`config.mk`:
```
export PLATFORM = sky130hd
export DESIGN_NAME = rug_guard
export DESIGN_NICKNAME = d
export VERILOG_FILES = /design/src/rug_pkg.sv /design/src/rug_guard.sv /design/src/rug_key_compare.sv
export VERILOG_INCLUDE_DIRS = /design/src
export SDC_FILE = /design/constraint.sdc
export NUM_CORES = 1
export LEC_CHECK = 0
export ABC_AREA = 1
export CORE_AREA = 3 3 164 166
export CTS_CLUSTER_SIZE = 20
export DETAILED_ROUTE_END_ITERATION = 16
export DIE_AREA = 0 0 167 169
export DONT_BUFFER_PORTS = 1
export PLACE_DENSITY = 0.53
export SETUP_SLACK_MARGIN = 0.1
export SLEW_MARGIN = 20
export SYNTH_ARGS = -nofsm -noshare
export SYNTH_HDL_FRONTEND = slang
export SYNTH_HIERARCHICAL = 1
export SYNTH_SLANG_ARGS = --single-unit
```
`constraint.sdc`:
```
create_clock -name mclk -period 2.4 [get_ports mclk]
set_clock_uncertainty 0.05 [all_clocks]
set_input_delay 0.24 -clock mclk [delete_from_list [all_inputs] [get_ports mclk]]
set_output_delay 0.24 -clock mclk [all_outputs]
set_load 0.01 [all_outputs]
```
`src/rug_consts.svh`:
```
`ifndef RUG_CONSTS_SVH
`define RUG_CONSTS_SVH

// Register byte addresses on the AHB-Lite slave.
`define RUG_ADDR_KEY0        8'h00
`define RUG_ADDR_KEY1        8'h04
`define RUG_ADDR_KEY2        8'h08
`define RUG_ADDR_KEY3        8'h0c
`define RUG_ADDR_KEY4        8'h10
`define RUG_ADDR_KEY5        8'h14
`define RUG_ADDR_KEY6        8'h18
`define RUG_ADDR_KEY7        8'h1c
`define RUG_ADDR_FAIL_CNT    8'h20
`define RUG_ADDR_LOADER      8'h24
`define RUG_ADDR_LOADER_N    8'h28
`define RUG_ADDR_MODE        8'h2c
`define RUG_ADDR_ATTEMPT     8'h30
`define RUG_ADDR_STATUS      8'h34
`define RUG_ADDR_TRY0        8'h38
`define RUG_ADDR_TRY1        8'h3c

// Field values.
`define RUG_MODE_DISABLED    4'h5
`define RUG_FAIL_LIMIT       8'h08
`define RUG_KEY_ALL_ZERO     8'h00
`define RUG_KEY_ALL_ONE      8'hff
`define RUG_LOADER_ON        8'h55
`define RUG_LOADER_ON_N      8'haa

// Reset values.
`define RUG_RST_KEY          8'h00
`define RUG_RST_FAIL_CNT     8'h00
`define RUG_RST_MODE         4'h5
`define RUG_RST_LOADER       8'h00

// Status bit positions.
`define RUG_ST_UNLOCKED      0
`define RUG_ST_ERASE         1
`define RUG_ST_LOADER        2
`define RUG_ST_KEYS_BAD      3
`define RUG_ST_ENABLED       4

`endif

```
`src/rug_pkg.sv`:
```
package rug_pkg;
    typedef struct packed {
        logic [1:0] htrans;
        logic [31:0] haddr;
        logic hwrite;
        logic [2:0] hsize;
        logic [31:0] hwdata;
        logic hsel;
        logic hready;
    } rug_ahb_req_t;

    typedef struct packed {
        logic [31:0] hrdata;
        logic hreadyout;
        logic hresp;
    } rug_ahb_rsp_t;

    typedef enum logic [1:0] {
        RUG_IDLE = 2'b00,
        RUG_CHECK = 2'b01,
        RUG_DONE = 2'b11
    } rug_state_t;
endpackage : rug_pkg

```
`src/rug_guard.sv`:
```
// Chosen here: the register addresses and the AHB-Lite register port.
`timescale 1ns/1ns
`include "rug_consts.svh"
// What this block does
// RULE1: Key bytes must be neither 00 nor FF.
// RULE2: Counter loads only while mode reads 0101.
// RULE3: Wrong keys while enabled increment counter.
// RULE4: Counter reaching 08 erases flash and EEPROM.
// RULE5: Loader option 55 with AA forces bootloader.
// RULE6: Matching keys unlock, counter stays unchanged.
module rug_guard (
    // Clock and reset.
    input wire logic mclk,
    input wire logic rstn,
    // AHB-Lite slave.
    input wire rug_pkg::rug_ahb_req_t ahb_req,
    output rug_pkg::rug_ahb_rsp_t ahb_rsp,
    // Device controls.
    output logic unprotect_q,
    output logic erase_req_q,
    output logic loader_force_q
);
    import rug_pkg::*;

    logic [63:0] key_q, key_d;
    logic [63:0] try_q, try_d;
    logic [7:0] fail_q, fail_d;
    logic [7:0] ldr_q, ldr_d;
    logic [7:0] ldr_n_q, ldr_n_d;
    logic [3:0] mode_q, mode_d;
    logic unprotect_d, erase_req_d, loader_force_d;
    rug_state_t state_q, state_d;
    logic [7:0] waddr_q, waddr_d;
    logic wpend_q, wpend_d;
    logic [31:0] rdata_q, rdata_d;
    logic match, stored_valid, enabled, start, bad_keys;

    rug_key_compare u_cmp (
        .stored(key_q),
        .supplied(try_q),
        .match(match),
        .stored_valid(stored_valid)
    );

    // Any mode pattern other than the disabled one enables the feature.
    assign enabled = mode_q != `RUG_MODE_DISABLED;
    assign bad_keys = !stored_valid;

    // Any accepted transfer this cycle starts a data phase next cycle.
    logic take;
    assign take = ahb_req.hsel && ahb_req.hready && ahb_req.htrans[1];

    // Read data is captured in the address phase so it stands through the data phase.
    function automatic logic [31:0] rd(input logic [7:0] a);
        logic [31:0] v;
        v = 32'h0000_0000;
        case (a)
            `RUG_ADDR_KEY0: v = {24'h0, key_q[7:0]};
            `RUG_ADDR_KEY1: v = {24'h0, key_q[15:8]};
            `RUG_ADDR_KEY2: v = {24'h0, key_q[23:16]};
            `RUG_ADDR_KEY3: v = {24'h0, key_q[31:24]};
            `RUG_ADDR_KEY4: v = {24'h0, key_q[39:32]};
            `RUG_ADDR_KEY5: v = {24'h0, key_q[47:40]};
            `RUG_ADDR_KEY6: v = {24'h0, key_q[55:48]};
            `RUG_ADDR_KEY7: v = {24'h0, key_q[63:56]};
            `RUG_ADDR_FAIL_CNT: v = {24'h0, fail_q};
            `RUG_ADDR_LOADER: v = {24'h0, ldr_q};
            `RUG_ADDR_LOADER_N: v = {24'h0, ldr_n_q};
            `RUG_ADDR_MODE: v = {28'h0, mode_q};
            `RUG_ADDR_TRY0: v = try_q[31:0];
            `RUG_ADDR_TRY1: v = try_q[63:32];
            `RUG_ADDR_STATUS: begin
                v[`RUG_ST_UNLOCKED] = unprotect_q;
                v[`RUG_ST_ERASE] = erase_req_q;
                v[`RUG_ST_LOADER] = loader_force_q;
                v[`RUG_ST_KEYS_BAD] = bad_keys;
                v[`RUG_ST_ENABLED] = enabled;
            end
            default: v = 32'h0000_0000;
        endcase
        return v;
    endfunction : rd

    always_comb begin
        key_d = key_q;
        try_d = try_q;
        fail_d = fail_q;
        ldr_d = ldr_q;
        ldr_n_d = ldr_n_q;
        mode_d = mode_q;
        waddr_d = waddr_q;
        wpend_d = 1'b0;
        rdata_d = rdata_q;
        start = 1'b0;
        if (take) begin
            waddr_d = ahb_req.haddr[7:0];
            wpend_d = ahb_req.hwrite;
            if (!ahb_req.hwrite) begin
                rdata_d = rd(ahb_req.haddr[7:0]);
            end
        end
        // Write data trails its address by one cycle, hence the held address.
        if (wpend_q) begin
            case (waddr_q)
                `RUG_ADDR_KEY0: key_d[7:0] = ahb_req.hwdata[7:0];
                `RUG_ADDR_KEY1: key_d[15:8] = ahb_req.hwdata[7:0];
                `RUG_ADDR_KEY2: key_d[23:16] = ahb_req.hwdata[7:0];
                `RUG_ADDR_KEY3: key_d[31:24] = ahb_req.hwdata[7:0];
                `RUG_ADDR_KEY4: key_d[39:32] = ahb_req.hwdata[7:0];
                `RUG_ADDR_KEY5: key_d[47:40] = ahb_req.hwdata[7:0];
                `RUG_ADDR_KEY6: key_d[55:48] = ahb_req.hwdata[7:0];
                `RUG_ADDR_KEY7: key_d[63:56] = ahb_req.hwdata[7:0];
                `RUG_ADDR_FAIL_CNT: begin
                    if (!enabled) begin
                        fail_d = ahb_req.hwdata[7:0]; // see RULE2
                    end
                end
                `RUG_ADDR_LOADER: ldr_d = ahb_req.hwdata[7:0];
                `RUG_ADDR_LOADER_N: ldr_n_d = ahb_req.hwdata[7:0];
                `RUG_ADDR_MODE: mode_d = ahb_req.hwdata[3:0];
                `RUG_ADDR_TRY0: try_d[31:0] = ahb_req.hwdata;
                `RUG_ADDR_TRY1: try_d[63:32] = ahb_req.hwdata;
                `RUG_ADDR_ATTEMPT: start = ahb_req.hwdata[0];
                default: ;
            endcase
        end
    end

    // The attempt is judged one cycle after the start write, on settled keys.
    always_comb begin
        state_d = state_q;
        unprotect_d = unprotect_q;
        erase_req_d = erase_req_q;
        // Both the option byte and its complement must agree to force the loader.
        loader_force_d = ldr_q == `RUG_LOADER_ON
            && ldr_n_q == `RUG_LOADER_ON_N; // see RULE5
        unique case (state_q)
            RUG_IDLE: begin
                if (start && enabled && !erase_req_q) begin
                    state_d = RUG_CHECK;
                end
            end
            RUG_CHECK: begin
                state_d = RUG_DONE;
                // Invalid stored keys never unlock; such an attempt counts as wrong.
                if (match && stored_valid) begin
                    unprotect_d = 1'b1; // see RULE6
                end else begin
                    unprotect_d = 1'b0;
                end
            end
            RUG_DONE: state_d = RUG_IDLE;
            // The unused code returns to idle.
            default: state_d = RUG_IDLE;
        endcase
        // Erase latches until reset and keeps protection in place.
        if (fail_q == `RUG_FAIL_LIMIT) begin
            erase_req_d = 1'b1; // see RULE4
            unprotect_d = 1'b0;
        end
    end

    // The increment overrides a bus load of the counter; the two never meet,
    // because a load needs the feature disabled and an increment needs it enabled.
    logic [7:0] fail_n;
    always_comb begin
        fail_n = fail_d;
        if (state_q == RUG_CHECK && !(match && stored_valid) && enabled) begin
            fail_n = fail_q + 8'h01; // see RULE3
        end
    end

    // Bus-side state: data-phase bookkeeping and read data.
    always_ff @(posedge mclk or negedge rstn) begin
        if (!rstn) begin
            waddr_q <= 8'h00;
            wpend_q <= 1'b0;
            rdata_q <= 32'h0;
        end else begin
            waddr_q <= waddr_d;
            wpend_q <= wpend_d;
            rdata_q <= rdata_d;
        end
    end

    // Option bytes, supplied key and the failed-attempt counter.
    always_ff @(posedge mclk or negedge rstn) begin
        if (!rstn) begin
            key_q <= {8{`RUG_RST_KEY}};
            try_q <= 64'h0;
            fail_q <= `RUG_RST_FAIL_CNT;
            ldr_q <= `RUG_RST_LOADER;
            ldr_n_q <= `RUG_RST_LOADER;
            mode_q <= `RUG_RST_MODE;
        end else begin
            key_q <= key_d;
            try_q <= try_d;
            fail_q <= fail_n;
            ldr_q <= ldr_d;
            ldr_n_q <= ldr_n_d;
            mode_q <= mode_d;
        end
    end

    // Attempt sequencer and the registered device controls.
    always_ff @(posedge mclk or negedge rstn) begin
        if (!rstn) begin
            state_q <= RUG_IDLE;
            unprotect_q <= 1'b0;
            erase_req_q <= 1'b0;
            loader_force_q <= 1'b0;
        end else begin
            state_q <= state_d;
            unprotect_q <= unprotect_d;
            erase_req_q <= erase_req_d;
            loader_force_q <= loader_force_d;
        end
    end

    // Zero wait states and always OKAY: the slave never stalls the bus.
    assign ahb_rsp = {rdata_q, 1'b1, 1'b0};
endmodule : rug_guard

```
`src/rug_key_compare.sv`:
```
`timescale 1ns/1ns
`include "rug_consts.svh"
module rug_key_compare (
    // Stored and supplied key bytes.
    input wire logic [63:0] stored,
    input wire logic [63:0] supplied,
    // Comparison results.
    output logic match,
    output logic stored_valid
);
    logic [7:0] eq;
    logic [7:0] ok;
    genvar i;
    generate
        for (i = 0; i < 8; i++) begin : g_byte
            assign eq[i] = stored[8*i +: 8] == supplied[8*i +: 8];
            assign ok[i] = stored[8*i +: 8] != `RUG_KEY_ALL_ZERO
                && stored[8*i +: 8] != `RUG_KEY_ALL_ONE; // see RULE1
        end
    endgenerate
    assign match = &eq; // see RULE6
    assign stored_valid = &ok;
endmodule : rug_key_compare

```
# Word level (Yosys, flattened, before mapping)
# Cells that the tools add are included.
# W data, S select, Z words.
# word_totals
reg_bits	202
in_bits	74
out_inout_bits	37
elab_cells	138
# op_classes
n_addsub	1
n_eq_ne	51
muxes	14
n_bitwise	1
reduce_logical	50
# op_table
operator	count
$pmux W27 S13	1
$eq A8 B6 Y1 const B	14
$pmux W5 S15	1
$eq A8 B5 Y1 const B	8
$eq A8 B8 Y1	8
$ne A8 B8 Y1 const B	8
$reduce_bool A8 Y1	8
$eq A8 B4 Y1 const B	5
$mux W8	4
$reduce_and A2 Y1	14
$eq A8 B3 Y1 const B	2
$logic_and A1 B1 Y1	16
$logic_not A8 Y1	2
$reduce_and A8 Y1	2
$add A8 B1 Y8 const B	1
$eq A8 B7 Y1 const B	1
$eq A8 B8 Y1 const B	1
$mux W1	6
$reduce_bool A2 Y1	3
$ne A4 B3 Y1 const B	1
$pmux W2 S2	1
$logic_not A1 Y1	3
$reduce_and A3 Y1	1
$eq A2 B1 Y1 const B	1
5 further kinds	5

# Logic depth before layout (Yosys ltp)
# Gate-level depths: netlist of the first run.
# depth
ltp_word	9
ltp_mapped	17

# Hierarchy
# The synthesis of the first run kept the hierarchy.
# by_module_without_submodules
module	instances	cells_per_inst	area_per_inst_um2
rug_guard	1	1090	9198.8
rug_key_compare	1	246	1261.2

# Worst setup path after synthesis of the first run
# No wires, ideal clock.
# synth_path
path_kind	register to register
start	register key_q[34]
end	register fail_q[0]
arrival_ns	1.553
t_required_ns	2.221
setup_slack_ns	0.668
path_stages_with_launch	17
path_buffers	0
synth_period_minus_slack_ns	1.732
path_cell_list	dfrtp_1 -> inv_1 -> nand2_1 -> nand2_1 -> nand2_1 -> nor2_1 -> nand2_1 -> nor2_1 -> nand2_1 -> nor2_1 -> nand2_1 -> nand2_1 -> inv_1 -> nand2_1 -> nand2_1 -> nand2_1 -> o21ai_0
# synth_via
elab_cells_between_ends	15
classes_between	eq/ne (3); mux (1); reduce/logical (11)
# synth_lines
item	line	rtl
start: declaration	rug_guard.sv:25	logic [63:0] key_q, key_d;
start signal: assignment	rug_guard.sv:189	key_q <= {8{`RUG_RST_KEY}};
start signal: assignment	rug_guard.sv:196	key_q <= key_d;
$eq A8 B8 Y1 *	rug_key_compare.sv:16	assign eq[i] = stored[8*i +: 8] == supplied[8*i +: 8];
$reduce_and A8 Y1 *	rug_key_compare.sv:21	assign match = &eq;
via match	rug_guard.sv:36	logic match, stored_valid, enabled, start, bad_keys;
$logic_and A1 B1 Y1 *	rug_guard.sv:168	if (state_q == RUG_CHECK && !(match && stored_valid) && enabled) begin
$logic_not A1 Y1 *	rug_guard.sv:168	
$logic_and A1 B1 Y1 * (2 in a row)	rug_guard.sv:168	
$ne A2 B1 Y1 (no source line) or $reduce_bool A2 Y1 (tied branches)	n/a	
$reduce_and A3 Y1 (no source line)	n/a	
end signal: assignment	rug_guard.sv:191	fail_q <= `RUG_RST_FAIL_CNT;
end signal: assignment	rug_guard.sv:198	fail_q <= fail_n;
end: declaration	rug_guard.sv:27	logic [7:0] fail_q, fail_d;
# Mark *: on every way through the listed nets, which the timed path passes. The rest lies on a longest branch.
# A chain may end at the register's enable or synchronous reset.

# Worst setup path in the final report of the first run
# layout_path
start	register key_q[13]
end	register fail_q[6]
# Same word-level chain as after synthesis.

==> flow_metrics.tcl, run 1 <==
set metrics [dict create \
    status "complete, but fails checks" \
    violations "negative hold slack" \
    hpwl_mm 22.3 \
    vias 9129 \
    grt_max_degree 203 \
    relSlewSlack 0.435 \
    met1Wirelength_mm 14.6 \
    synth_simple_gate_area_frac 0.287 \
    drtIter0Drc 862 \
    finalInstanceArea_sq_mm 0.0122 \
    synth-compound-area-share 0.118 \
    timing.final.max_slew_violations 0 \
    crit_type "reg2reg" \
    clock-sinks 202 \
    antenna_left 0 \
    crit_fanout 5 \
    reg2reg_to "fail_q[6]" \
    postCtsHoldBufs 34 \
    post_drt_wl_per_cell_microns 18.7 \
    top_layer_used "met4" \
    yosys.area_share.xor_xnor 0.0452 \
    synth_edf_count 0 \
    num_antenna_cells 0 \
    gr-total-overflow 0 \
    hold_path_class "in2async" \
    async_flop_share 1.00 \
    drt_first_pass_iters 7 \
    die-height_microns 169 \
    place_worst_setup_slack_ns 0.102 \
    startpoint "key_q[13]" \
    synth_top_area_cell "dfrtp_1" \
    rsz0062_at_grt "false" \
    routed_via_density 5.22 \
    worst_slew_pin_slew_ns 0.847 \
    num_io_pins 111 \
    p_leak_uw 0.00648 \
    cts_root_buf "clkbuf_16" \
    syn_area_per_cell_sq_um 7.83 \
    maxCapViolCount 0 \
    yosys-top-cells-area "dfrtp_1 48%, nand2_1 16%, o21ai_0 5.3%" \
    first_global_vias 8789 \
    start_kind "register" \
    initial_utilization 0.406 \
    whs_ns -0.626 \
    syn-instance-count 1336 \
    wl_met3_mm 1.93 \
    grt_pass1_wl_mm 51.0 \
    muxShareOfSynthArea 0 \
    yosys_most_used_dff "dfrtp_1" \
    reg2reg_from "key_q[13]" \
    area_growth_pct 16.7 \
    setup_viol 0 \
    peakVddDrop_mv 0.405 \
    fin_cells 1748 \
    syn-cell-area_sq_mm 0.0105 \
    coreArea_sq_mm 0.0258 \
    ys_seq_area_frac 0.483 \
    h-tree-depth 1 \
    period_minus_slack_ns 2.20 \
    antenna_found_initial 0 \
    worstPathRequired_ns 2.73 \
    clk_path_buf_depth 3 \
    io_buffers 0 \
    ys_warn_count 6 \
    wirelength_mm 32.6 \
    power_density_mw_per_mm2 769 \
    setup_slack_ns 0.196 \
    fp-row-count 59 \
    r2r_slack_ns 0.20 \
    wl_met2_mm 15.2 \
    endpoint "fail_q[6]" \
    synth_cell_types 35 \
    clk_latency_ns 0.52 \
    globalplace.congestion 0.886 \
    numCtsBuffers 24 \
    tritoncts "done" \
    hold_viol_final 202 \
    fp.dieArea_sq_mm 0.0282 \
    synthAdderAreaFrac 0.00239 \
    syn_nets 1412 \
    ys_ff_latch 202 \
    rr_worst_depth 15 \
    max_freq_mhz 454 \
    synth.top_cell.area_share 0.478 \
    drc 0 \
    synth_top_family_by_area "simple AND/OR/NAND/NOR gates" \
    die_x_microns 167 \
    placed_cells 1658 \
    cp.arrival_ns 2.53 \
    clkSlewWorstSetupHoldPaths_ns 0.06 \
    min_period_over_period 0.918 \
    finalSetupTns_ns 0 \
    drive_above_1_share 0.116 \
    critPathCaptureType "register" \
    place_area_sq_mm 0.0109 \
    grt_usage 0.228 \
    nets 1471 \
]
placed cells by master, fill, tap and decap left out, drive strengths merged:
| cell type | synthesis | routed |
|---|---|---|
| clkinvlp | 0 | 1 |
| o221ai | 6 | 6 |
| or2 | 3 | 3 |
| dfrtp | 200 | 200 |
| buf | 30 | 53 |
| nor4b | 1 | 1 |
| nand3 | 101 | 101 |
| nor3 | 11 | 11 |
| bufinv | 0 | 3 |
| clkinv | 0 | 7 |
| nand4 | 24 | 24 |
| a21oi | 2 | 2 |
| clkbuf | 24 | 33 |
| conb | 2 | 2 |
| a22o | 24 | 24 |
| nand3b | 1 | 1 |
| o21ai | 172 | 172 |
| ha | 2 | 2 |
| o22ai | 1 | 1 |
| dfstp | 2 | 2 |
| nor4 | 3 | 3 |
| nand2 | 461 | 461 |
| dlygate4sd3 | 0 | 34 |
| xnor2 | 54 | 54 |
| inv | 94 | 94 |
| nor2 | 117 | 117 |
| a41oi | 1 | 1 |
synthesized netlist by cell type (2+ instances only):
master / instances
a21oi_1: 2
a22o_1: 24
buf_2: 14
buf_4: 9
buf_6: 7
clkbuf_1: 24
conb_1: 2
dfrtp_1: 200
dfstp_2: 2
ha_1: 2
inv_1: 93
nand2_1: 457
nand2_2: 3
nand3_1: 101
nand4_1: 24
nor2_1: 112
nor2_2: 5
nor3_1: 7
nor3_2: 4
o21ai_0: 110
o21ai_1: 39
o21ai_2: 23
o221ai_1: 6
or2_2: 2
xnor2_1: 54
flip-flops by register name, indices dropped and copies added (netlist names), 2 cells and up:
signal	cells
key_q	64
try_q	64
rdata_q	32
fail_q	8
ldr_n_q	8
ldr_q	8
waddr_q	8
mode_q	4
state_q	2
through the flow:
step | total power (uW) | util
finish | 9380 | 0.474
global route | 9820 | 0.474
CTS | 9340 | 0.468
detailed placement | 5440 | 0.422
global placement | 5420 | 0.422
floorplan | 4980 | -
routing by layer:
layer | global-route usage | vias to the layer above
met5 | 0 | -
met4 | 0.0699 | 0
met3 | 0.0327 | 68
met2 | 0.376 | 245
met1 | 0.313 | 4365
li1 | - | 4451
area by class of cell:
class | instances | area [sq um]
repair buffers | 87 | 738
clock inverters | 11 | 133
well taps | 335 | 419
inverters | 94 | 353
multi-input cells | 986 | 4790
flip-flops and latches | 202 | 5080
fillers | 2539 | 13600
clock buffers | 33 | 696
power by group:
part	switching (uW)	leakage, uW	internal, uW	total [uW]
Clock	1490	0.000411	2340	3830
Sequential	393	0.00203	3710	4110
Combinational	832	0.00403	608	1440
worst min-delay path by stage:
stage	startpoint	to	slack [ns]
3_5_place_dp	rstn	rdata_q[25]	-0.1
2_1_floorplan	rstn	erase_req_q	-0.11
3_3_place_gp	rstn	rdata_q[25]	-0.1
6_report	rstn	rdata_q[25]	-0.63
4_1_cts	rstn	try_q[25]	-0.64
5_1_grt	rstn	rdata_q[27]	-0.65
logic make-up after synthesis:
family	count (synthesis)
flip-flops	202
AND/OR/NAND/NOR	722
XOR/XNOR	54
other	2
AO/OA/AOI/OAI	206
adder cells (fa/ha/maj)	2
buffers and inverters	148
worst max-delay path, stage by stage, from the launching register on:
cell,delay [ns]
dfrtp_2,0.45
xnor2_1,0.16
nand2_1,0.07
nor2_1,0.13
nand2_1,0.11
nor2_2,0.16
nand2_1,0.08
nor2_2,0.16
nand2_2,0.10
nand2_1,0.09
inv_1,0.05
nand2_2,0.09
buf_4,0.14
a21oi_1,0.03
o21ai_0,0.08
o221ai_1,0.13
what timing repair did:
| item | 4_1_cts | 5_1_grt |
|---|---|---|
| gates resized for setup | 1 | 26 |
| setup buffers | 0 | 12 |
| hold endpoints to repair | 260 | 202 |
| setup endpoints to repair | 1 | 8 |
| pin swaps | 0 | 5 |
Power figures use the tool's default switching activity.
==> run 2, diff against run 1 <==
Settings changed: ABC_AREA 1 to not set, CORE_AREA 3 3 164 166 to 3 3 162 164, DIE_AREA 0 0 167 169 to 0 0 165 167.
==> run 2 against run 1 <==
  * The flow finishes with violations (negative hold slack, negative setup slack)
  * Clock power down 7.0%
  * Routed wire length rose by 6.3%
  * Total power decreased by 11%
  * Synthesized cell count decreased by 35%
  * Hold slack got worse by 0.0073 ns
  * Sequential power is 6.6% lower
  * Worst setup slack worse by 0.40 ns
  * Count of clock-buffer cells in the layout increased by 2
  * Combinational power down 35%
  * Via count is 12% lower
  * Critical path type unchanged
==> flow_metrics.tcl, run 2 <==
set metrics [dict create \
    antenna_left 0 \
    num_io_pins 111 \
    numCtsBuffers 23 \
    yosys_most_used_dff "dfrtp_1" \
    max_freq_mhz 384 \
    initial_utilization 0.406 \
    path_delay_family "simple AND/OR/NAND/NOR gates" \
    clkSlewWorstSetupHoldPaths_ns 0.06 \
    h-tree-depth 1 \
    crit_type "reg2reg" \
    antenna_found_initial 2 \
    fillers 2317 \
    tritoncts "done" \
    syn-cell-area_sq_mm 0.0102 \
    synth_edf_count 0 \
    yosys-top-cells-area "dfrtp_1 49%, mux2_2 18%, xor2_1 5.5%" \
    wirelength_mm 34.7 \
    clock-sinks 202 \
    fin_cells 1389 \
    post_drt_wl_per_cell_microns 25.0 \
    whs_ns -0.634 \
    status "complete, but fails checks" \
    async_flop_share 1.00 \
    place_worst_setup_slack_ns -0.467 \
    ys_seq_area_frac 0.498 \
    critPathBufInv 1 \
    clk_path_buf_depth 3 \
    cp_slowest_stage_delay_ns 0.53 \
    mostFrequentLayoutCells "199 x dfrtp_1, 165 x mux2_2, 147 x buf_4" \
    die_x_microns 165 \
    drive_above_1_share 0.372 \
    area_growth_pct 26.0 \
    gr-total-overflow 0 \
    finalInstanceArea_sq_mm 0.0128 \
    cts_root_buf "clkbuf_16" \
    clk_latency_ns 0.52 \
    ys_warn_count 6 \
    nets 1117 \
    coreArea_sq_mm 0.0250 \
    worst_slew_pin_slew_ns 1.02 \
    synth_top_area_cell "dfrtp_1" \
    fp.dieArea_sq_mm 0.0276 \
    syn_nets 949 \
    postCtsHoldBufs 42 \
    cp.arrival_ns 2.95 \
    hold_viol_final 202 \
    drtIter0Drc 718 \
    worstPathRequired_ns 2.74 \
    relSlewSlack 0.316 \
    crit_fanout 4 \
    globalplace.congestion 0.933 \
    setup_slack_ns -0.205 \
    grt_pass1_wl_mm 52.4 \
    peakVddDrop_mv 0.453 \
    die-height_microns 167 \
    placed_cells 1295 \
    top_regs "key_q (64), try_q (64), rdata_q (32)" \
    cp_slowest_cell "or4_4" \
    start_kind "register" \
    synth_cell_types 60 \
    hold_path_class "in2async" \
    min_period_over_period 1.09 \
    place_area_sq_mm 0.0114 \
    yosys-top-cells-count "200 x dfrtp_1, 165 x mux2_2, 65 x nand2_1" \
    drc 0 \
    syn-instance-count 873 \
    crit_chain "nand4_1, nor2_1, or4_4, nor4_4, buf_12, nand2b_4, a32oi_2, o22ai_1, nor4bb_1, o21ai_1" \
    vias 8058 \
    critPathCaptureType "register" \
    io_buffers 0 \
    grt_max_degree 203 \
    first_global_vias 8291 \
    timing.final.max_slew_violations 0 \
    drt_first_pass_iters 5 \
    fp-row-count 58 \
    synth.top_cell.area_share 0.492 \
    routed_via_density 5.80 \
    syn_area_per_cell_sq_um 11.6 \
    finalSetupTns_ns -0.955 \
    hpwl_mm 24.0 \
    final_common_cell "dfrtp_1" \
    power_density_mw_per_mm2 651 \
    total_power_uw 8340 \
    maxCapViolCount 0 \
    yosysMostFrequentCell "dfrtp_1" \
    period_minus_slack_ns 2.60 \
    grt_usage 0.252 \
    setup_viol 9 \
    rsz0062_at_grt "true" \
    violations "negative hold slack, negative setup slack" \
    p_leak_uw 0.00557 \
    ys_ff_latch 202 \
]
-- run 2: power breakdown --
part           total, uW  switching [uW]  internal (uW)
logic                933             443            490
clock network       3560            1450           2110
registers           3840             243           3600
total               8340            2130           6210
-- run 2: cell type report --
type / count / area (sq um) / share of cell area
Clock buffer: 35 / 701 / 0.0547
Antenna cell: 2 / 5.00 / 0.000391
Inverter: 10 / 37.5 / 0.00293
Clock inverter: 6 / 61.3 / 0.00479
Multi-Input combinational cell: 612 / 4960 / 0.388
Sequential cell: 202 / 5060 / 0.395
Timing Repair Buffer: 192 / 1570 / 0.122
Tap cell: 330 / 413 / 0.0322
-- run 2: repair_timing --
action,4_1_cts,5_1_grt
endpoints found under the hold margin,369,202
resized for setup,17,7
pin swaps,16,5
setup buffers,7,2
endpoints found under the setup margin,9,19
-- run 2: final timing paths --
check	start	endpoint	slack [ns]	depth (start not counted)
min in group mclk	ahb_req[37]	rdata_q[3]	0.05	3
setup / recovery	key_q[7]	rdata_q[3]	-0.20	10
hold / removal	rstn	fail_q[7]	-0.63	0
setup reg to reg	key_q[7]	rdata_q[3]	-0.20	10
hold reg to reg	state_q[1]	state_q[0]	0.37	1
max in group asynchronous	rstn	key_q[43]	2.57	0
-- run 2: metal layers --
layer	track usage	vias up	routed length [microns]
met5	0	-	0
li1	-	3581	-
met3	0.0500	83	2540
met2	0.388	336	15500
met4	0.0810	0	1340
met1	0.357	4058	15300
-- run 2: cell families (layout without fill, tap and decap cells) --
logic type | Yosys count | after routing | share of synthesized area
and+or+nand+nor | 231 | 231 | 0.126
DFF | 202 | 202 | 0.498
muxes | 182 | 182 | 0.203
AOI/OAI and AO/OA | 131 | 131 | 0.0896
xor gates and xnor gates | 64 | 64 | 0.0551
buffers and inverters | 59 | 243 | 0.0247
adders and majority gates | 2 | 2 | 0.00246
other | 2 | 4 | 0.000739
-- run 2: worst register-to-register path, cell delays in order, from the launching register on --
cell and delay, ns:
dfrtp_1 0.44, nand4_1 0.13, nor2_1 0.08, or4_4 0.53
nor4_4 0.35, buf_12 0.16, nand2b_4 0.05, a32oi_2 0.17
o22ai_1 0.10, nor4bb_1 0.30, o21ai_1 0.12
-- run 2: stage by stage --
stage	hold WS [ns]	utilization
2_1_floorplan	-0.106	-
3_3_place_gp	-0.0961	0.457
3_5_place_dp	-0.0949	0.457
4_1_cts	-0.651	0.510
5_1_grt	-0.652	0.512
6_report	-0.634	0.512
==> run 3, diff against run 2 <==
Settings changed: CELL_PAD_IN_SITES_DETAIL_PLACEMENT set to 0, CELL_PAD_IN_SITES_GLOBAL_PLACEMENT set to 1, PLACE_DENSITY 0.53 to 0.63.
==> run 3 against run 2 <==
  * The run still ends with negative hold slack, negative setup slack left
  * Global-route usage rose by 0.23 points
  * Critical path depth rose by 1
  * Sequential share of layout area fell by 0.69 points
  * Combinational power rose by 8%
  * Register-to-register slack got worse by 0.04 ns
  * Final cell count rose by 1.4%
  * Count of clock-buffer cells in the layout fell by 1
  * Hold slack got worse by 0.011 ns
  * Critical path type unchanged
  * Largest cell class unchanged
  * Largest power group unchanged
  * Highest routed layer unchanged
==> flow_metrics.tcl, run 3 (same netlist as run 2, synthesis figures left out) <==
set metrics [dict create \
    status "complete, but fails checks" \
    violations "negative hold slack, negative setup slack" \
    die_x_microns 165 \
    hpwl_mm 24.8 \
    vias 8171 \
    switchingPower_uw 2160 \
    whs_ns -0.645 \
    combPwrFrac 0.120 \
    p_int_uw 6220 \
    drc 0 \
    fillers 2238 \
    place_area_sq_mm 0.0115 \
    numCtsBuffers 23 \
    period_minus_slack_ns 2.64 \
    hold_viol_final 202 \
    worst_slew_pin_slew_ns 1.05 \
    post_drt_wl_per_cell_microns 25.2 \
    crit_fanout 7 \
    placed_cells 1308 \
    drive_above_1_share 0.395 \
    drt_first_pass_iters 7 \
    antenna_found_initial 2 \
    drtIter0Drc 768 \
    start_kind "register" \
    p_seq_frac 0.460 \
    tritoncts "done" \
    power_density_mw_per_mm2 643 \
    peakVddDrop_mv 0.436 \
    min_period_over_period 1.10 \
    clkSlewWorstSetupHoldPaths_ns 0.07 \
    grt_pass1_wl_mm 52.6 \
    max_freq_mhz 379 \
    power_switching_share 0.258 \
    relSlewSlack 0.299 \
    die-height_microns 167 \
    top_regs "key_q (64), try_q (64), rdata_q (32)" \
    coreArea_sq_mm 0.0250 \
    clk_latency_ns 0.54 \
    maxCapViolCount 0 \
    fp-row-count 58 \
    setup_viol 9 \
    clk_path_buf_depth 3 \
    grt_max_degree 203 \
    h-tree-depth 1 \
    routed_via_density 5.80 \
    cp.arrival_ns 3.00 \
    fp.dieArea_sq_mm 0.0276 \
    clock-sinks 202 \
    nets 1138 \
    first_global_vias 8372 \
    cts_root_buf "clkbuf_16" \
    fin_cells 1408 \
    num_io_pins 111 \
    timing.final.max_slew_violations 0 \
    worstPathRequired_ns 2.76 \
    grt_usage 0.254 \
    antenna_left 0 \
    wirelength_mm 35.5 \
    critPathCaptureType "register" \
    power_frac_clock 0.420 \
    rsz0062_at_grt "true" \
    globalplace.congestion 0.934 \
    area_growth_pct 28.2 \
    crit_type "reg2reg" \
    final_common_cell "dfrtp_1" \
    io_buffers 0 \
    p_leak_uw 0.00569 \
    gr-total-overflow 0 \
    mostFrequentLayoutCells "199 x dfrtp_1, 165 x mux2_2, 164 x buf_4" \
    hold_path_class "in2async" \
    setup_slack_ns -0.241 \
    initial_utilization 0.406 \
    finalInstanceArea_sq_mm 0.0130 \
]
## run 3: area by class of cell
| cell class | instances | area (sq um) | share of cell area |
|---|---|---|---|
| multi-input cells | 612 | 5040 | 0.386 |
| flip-flops and latches | 202 | 5060 | 0.388 |
| repair buffers | 213 | 1730 | 0.133 |
| diodes | 2 | 5.00 | 0.000384 |
| well taps | 330 | 413 | 0.0317 |
| inverters | 10 | 37.5 | 0.00288 |
| clock inverters | 5 | 65.1 | 0.00499 |
| clock buffers | 34 | 687 | 0.0527 |
## run 3: worst max-delay path: stages, from the launching register on
cell,delay (ns)
dfrtp_1,0.42
buf_6,0.14
xor2_2,0.14
nor4_2,0.27
nand4_1,0.27
nor4_4,0.35
buf_4,0.19
nand2_4,0.05
and3_4,0.21
nor2_4,0.18
a21oi_2,0.04
o221a_1,0.20
## run 3: power by group through the flow
stage / registers [uW] / clock network, uW / logic (uW)
6_report: 3860 / 3520 / 1010
5_1_grt: 3880 / 3710 / 1070
4_1_cts: 3850 / 3590 / 955
3_5_place_dp: 3910 / 0 / 817
3_3_place_gp: 3900 / 0 / 802
2_1_floorplan: 3830 / 0 / 497
## run 3: through the flow
| step | power [uW] | worst slack, ns | setup TNS [ns] | util |
|---|---|---|---|---|
| after floorplan | 4330 | 0.0569 | 0 | - |
| final | 8380 | -0.241 | -1.71 | 0.521 |
| after global placement | 4700 | -0.462 | -3.45 | 0.460 |
| after global routing | 8660 | -0.330 | -2.56 | 0.520 |
| after detailed placement | 4720 | -0.504 | -3.93 | 0.460 |
| after CTS | 8390 | -0.249 | -1.84 | 0.514 |
## run 3: final timing paths
| path | from | to | slack, ns | cells past startpoint |
|---|---|---|---|---|
| max in group asynchronous | rstn | try_q[49] | 2.68 | 0 |
| setup / recovery | key_q[17] | fail_q[7] | -0.24 | 11 |
| hold reg to reg | state_q[1] | state_q[0] | 0.38 | 1 |
| setup reg to reg | key_q[17] | fail_q[7] | -0.24 | 11 |
| hold / removal | rstn | key_q[5] | -0.64 | 0 |
| min in group mclk | ahb_req[41] | rdata_q[3] | 0.08 | 3 |
## run 3: repair_timing
| action | 4_1_cts | 5_1_grt |
|---|---|---|
| setup buffers | 13 | 5 |
| endpoints found under the setup margin | 10 | 11 |
| gates resized for setup | 20 | 25 |
| hold buffers | 41 | 1 |
| gates cloned | 0 | 0 |
| endpoints found under the hold margin | 370 | 215 |
| pin swaps | 19 | 16 |
## run 3: metal layers
metal  part of all wire  GRT usage  vias to the layer above
met5                  0          0                        -
li1                   -          -                     3600
met1               0.43      0.349                     4160
met2               0.46      0.405                      330
met4              0.044     0.0923                        0
met3              0.062     0.0423                       81
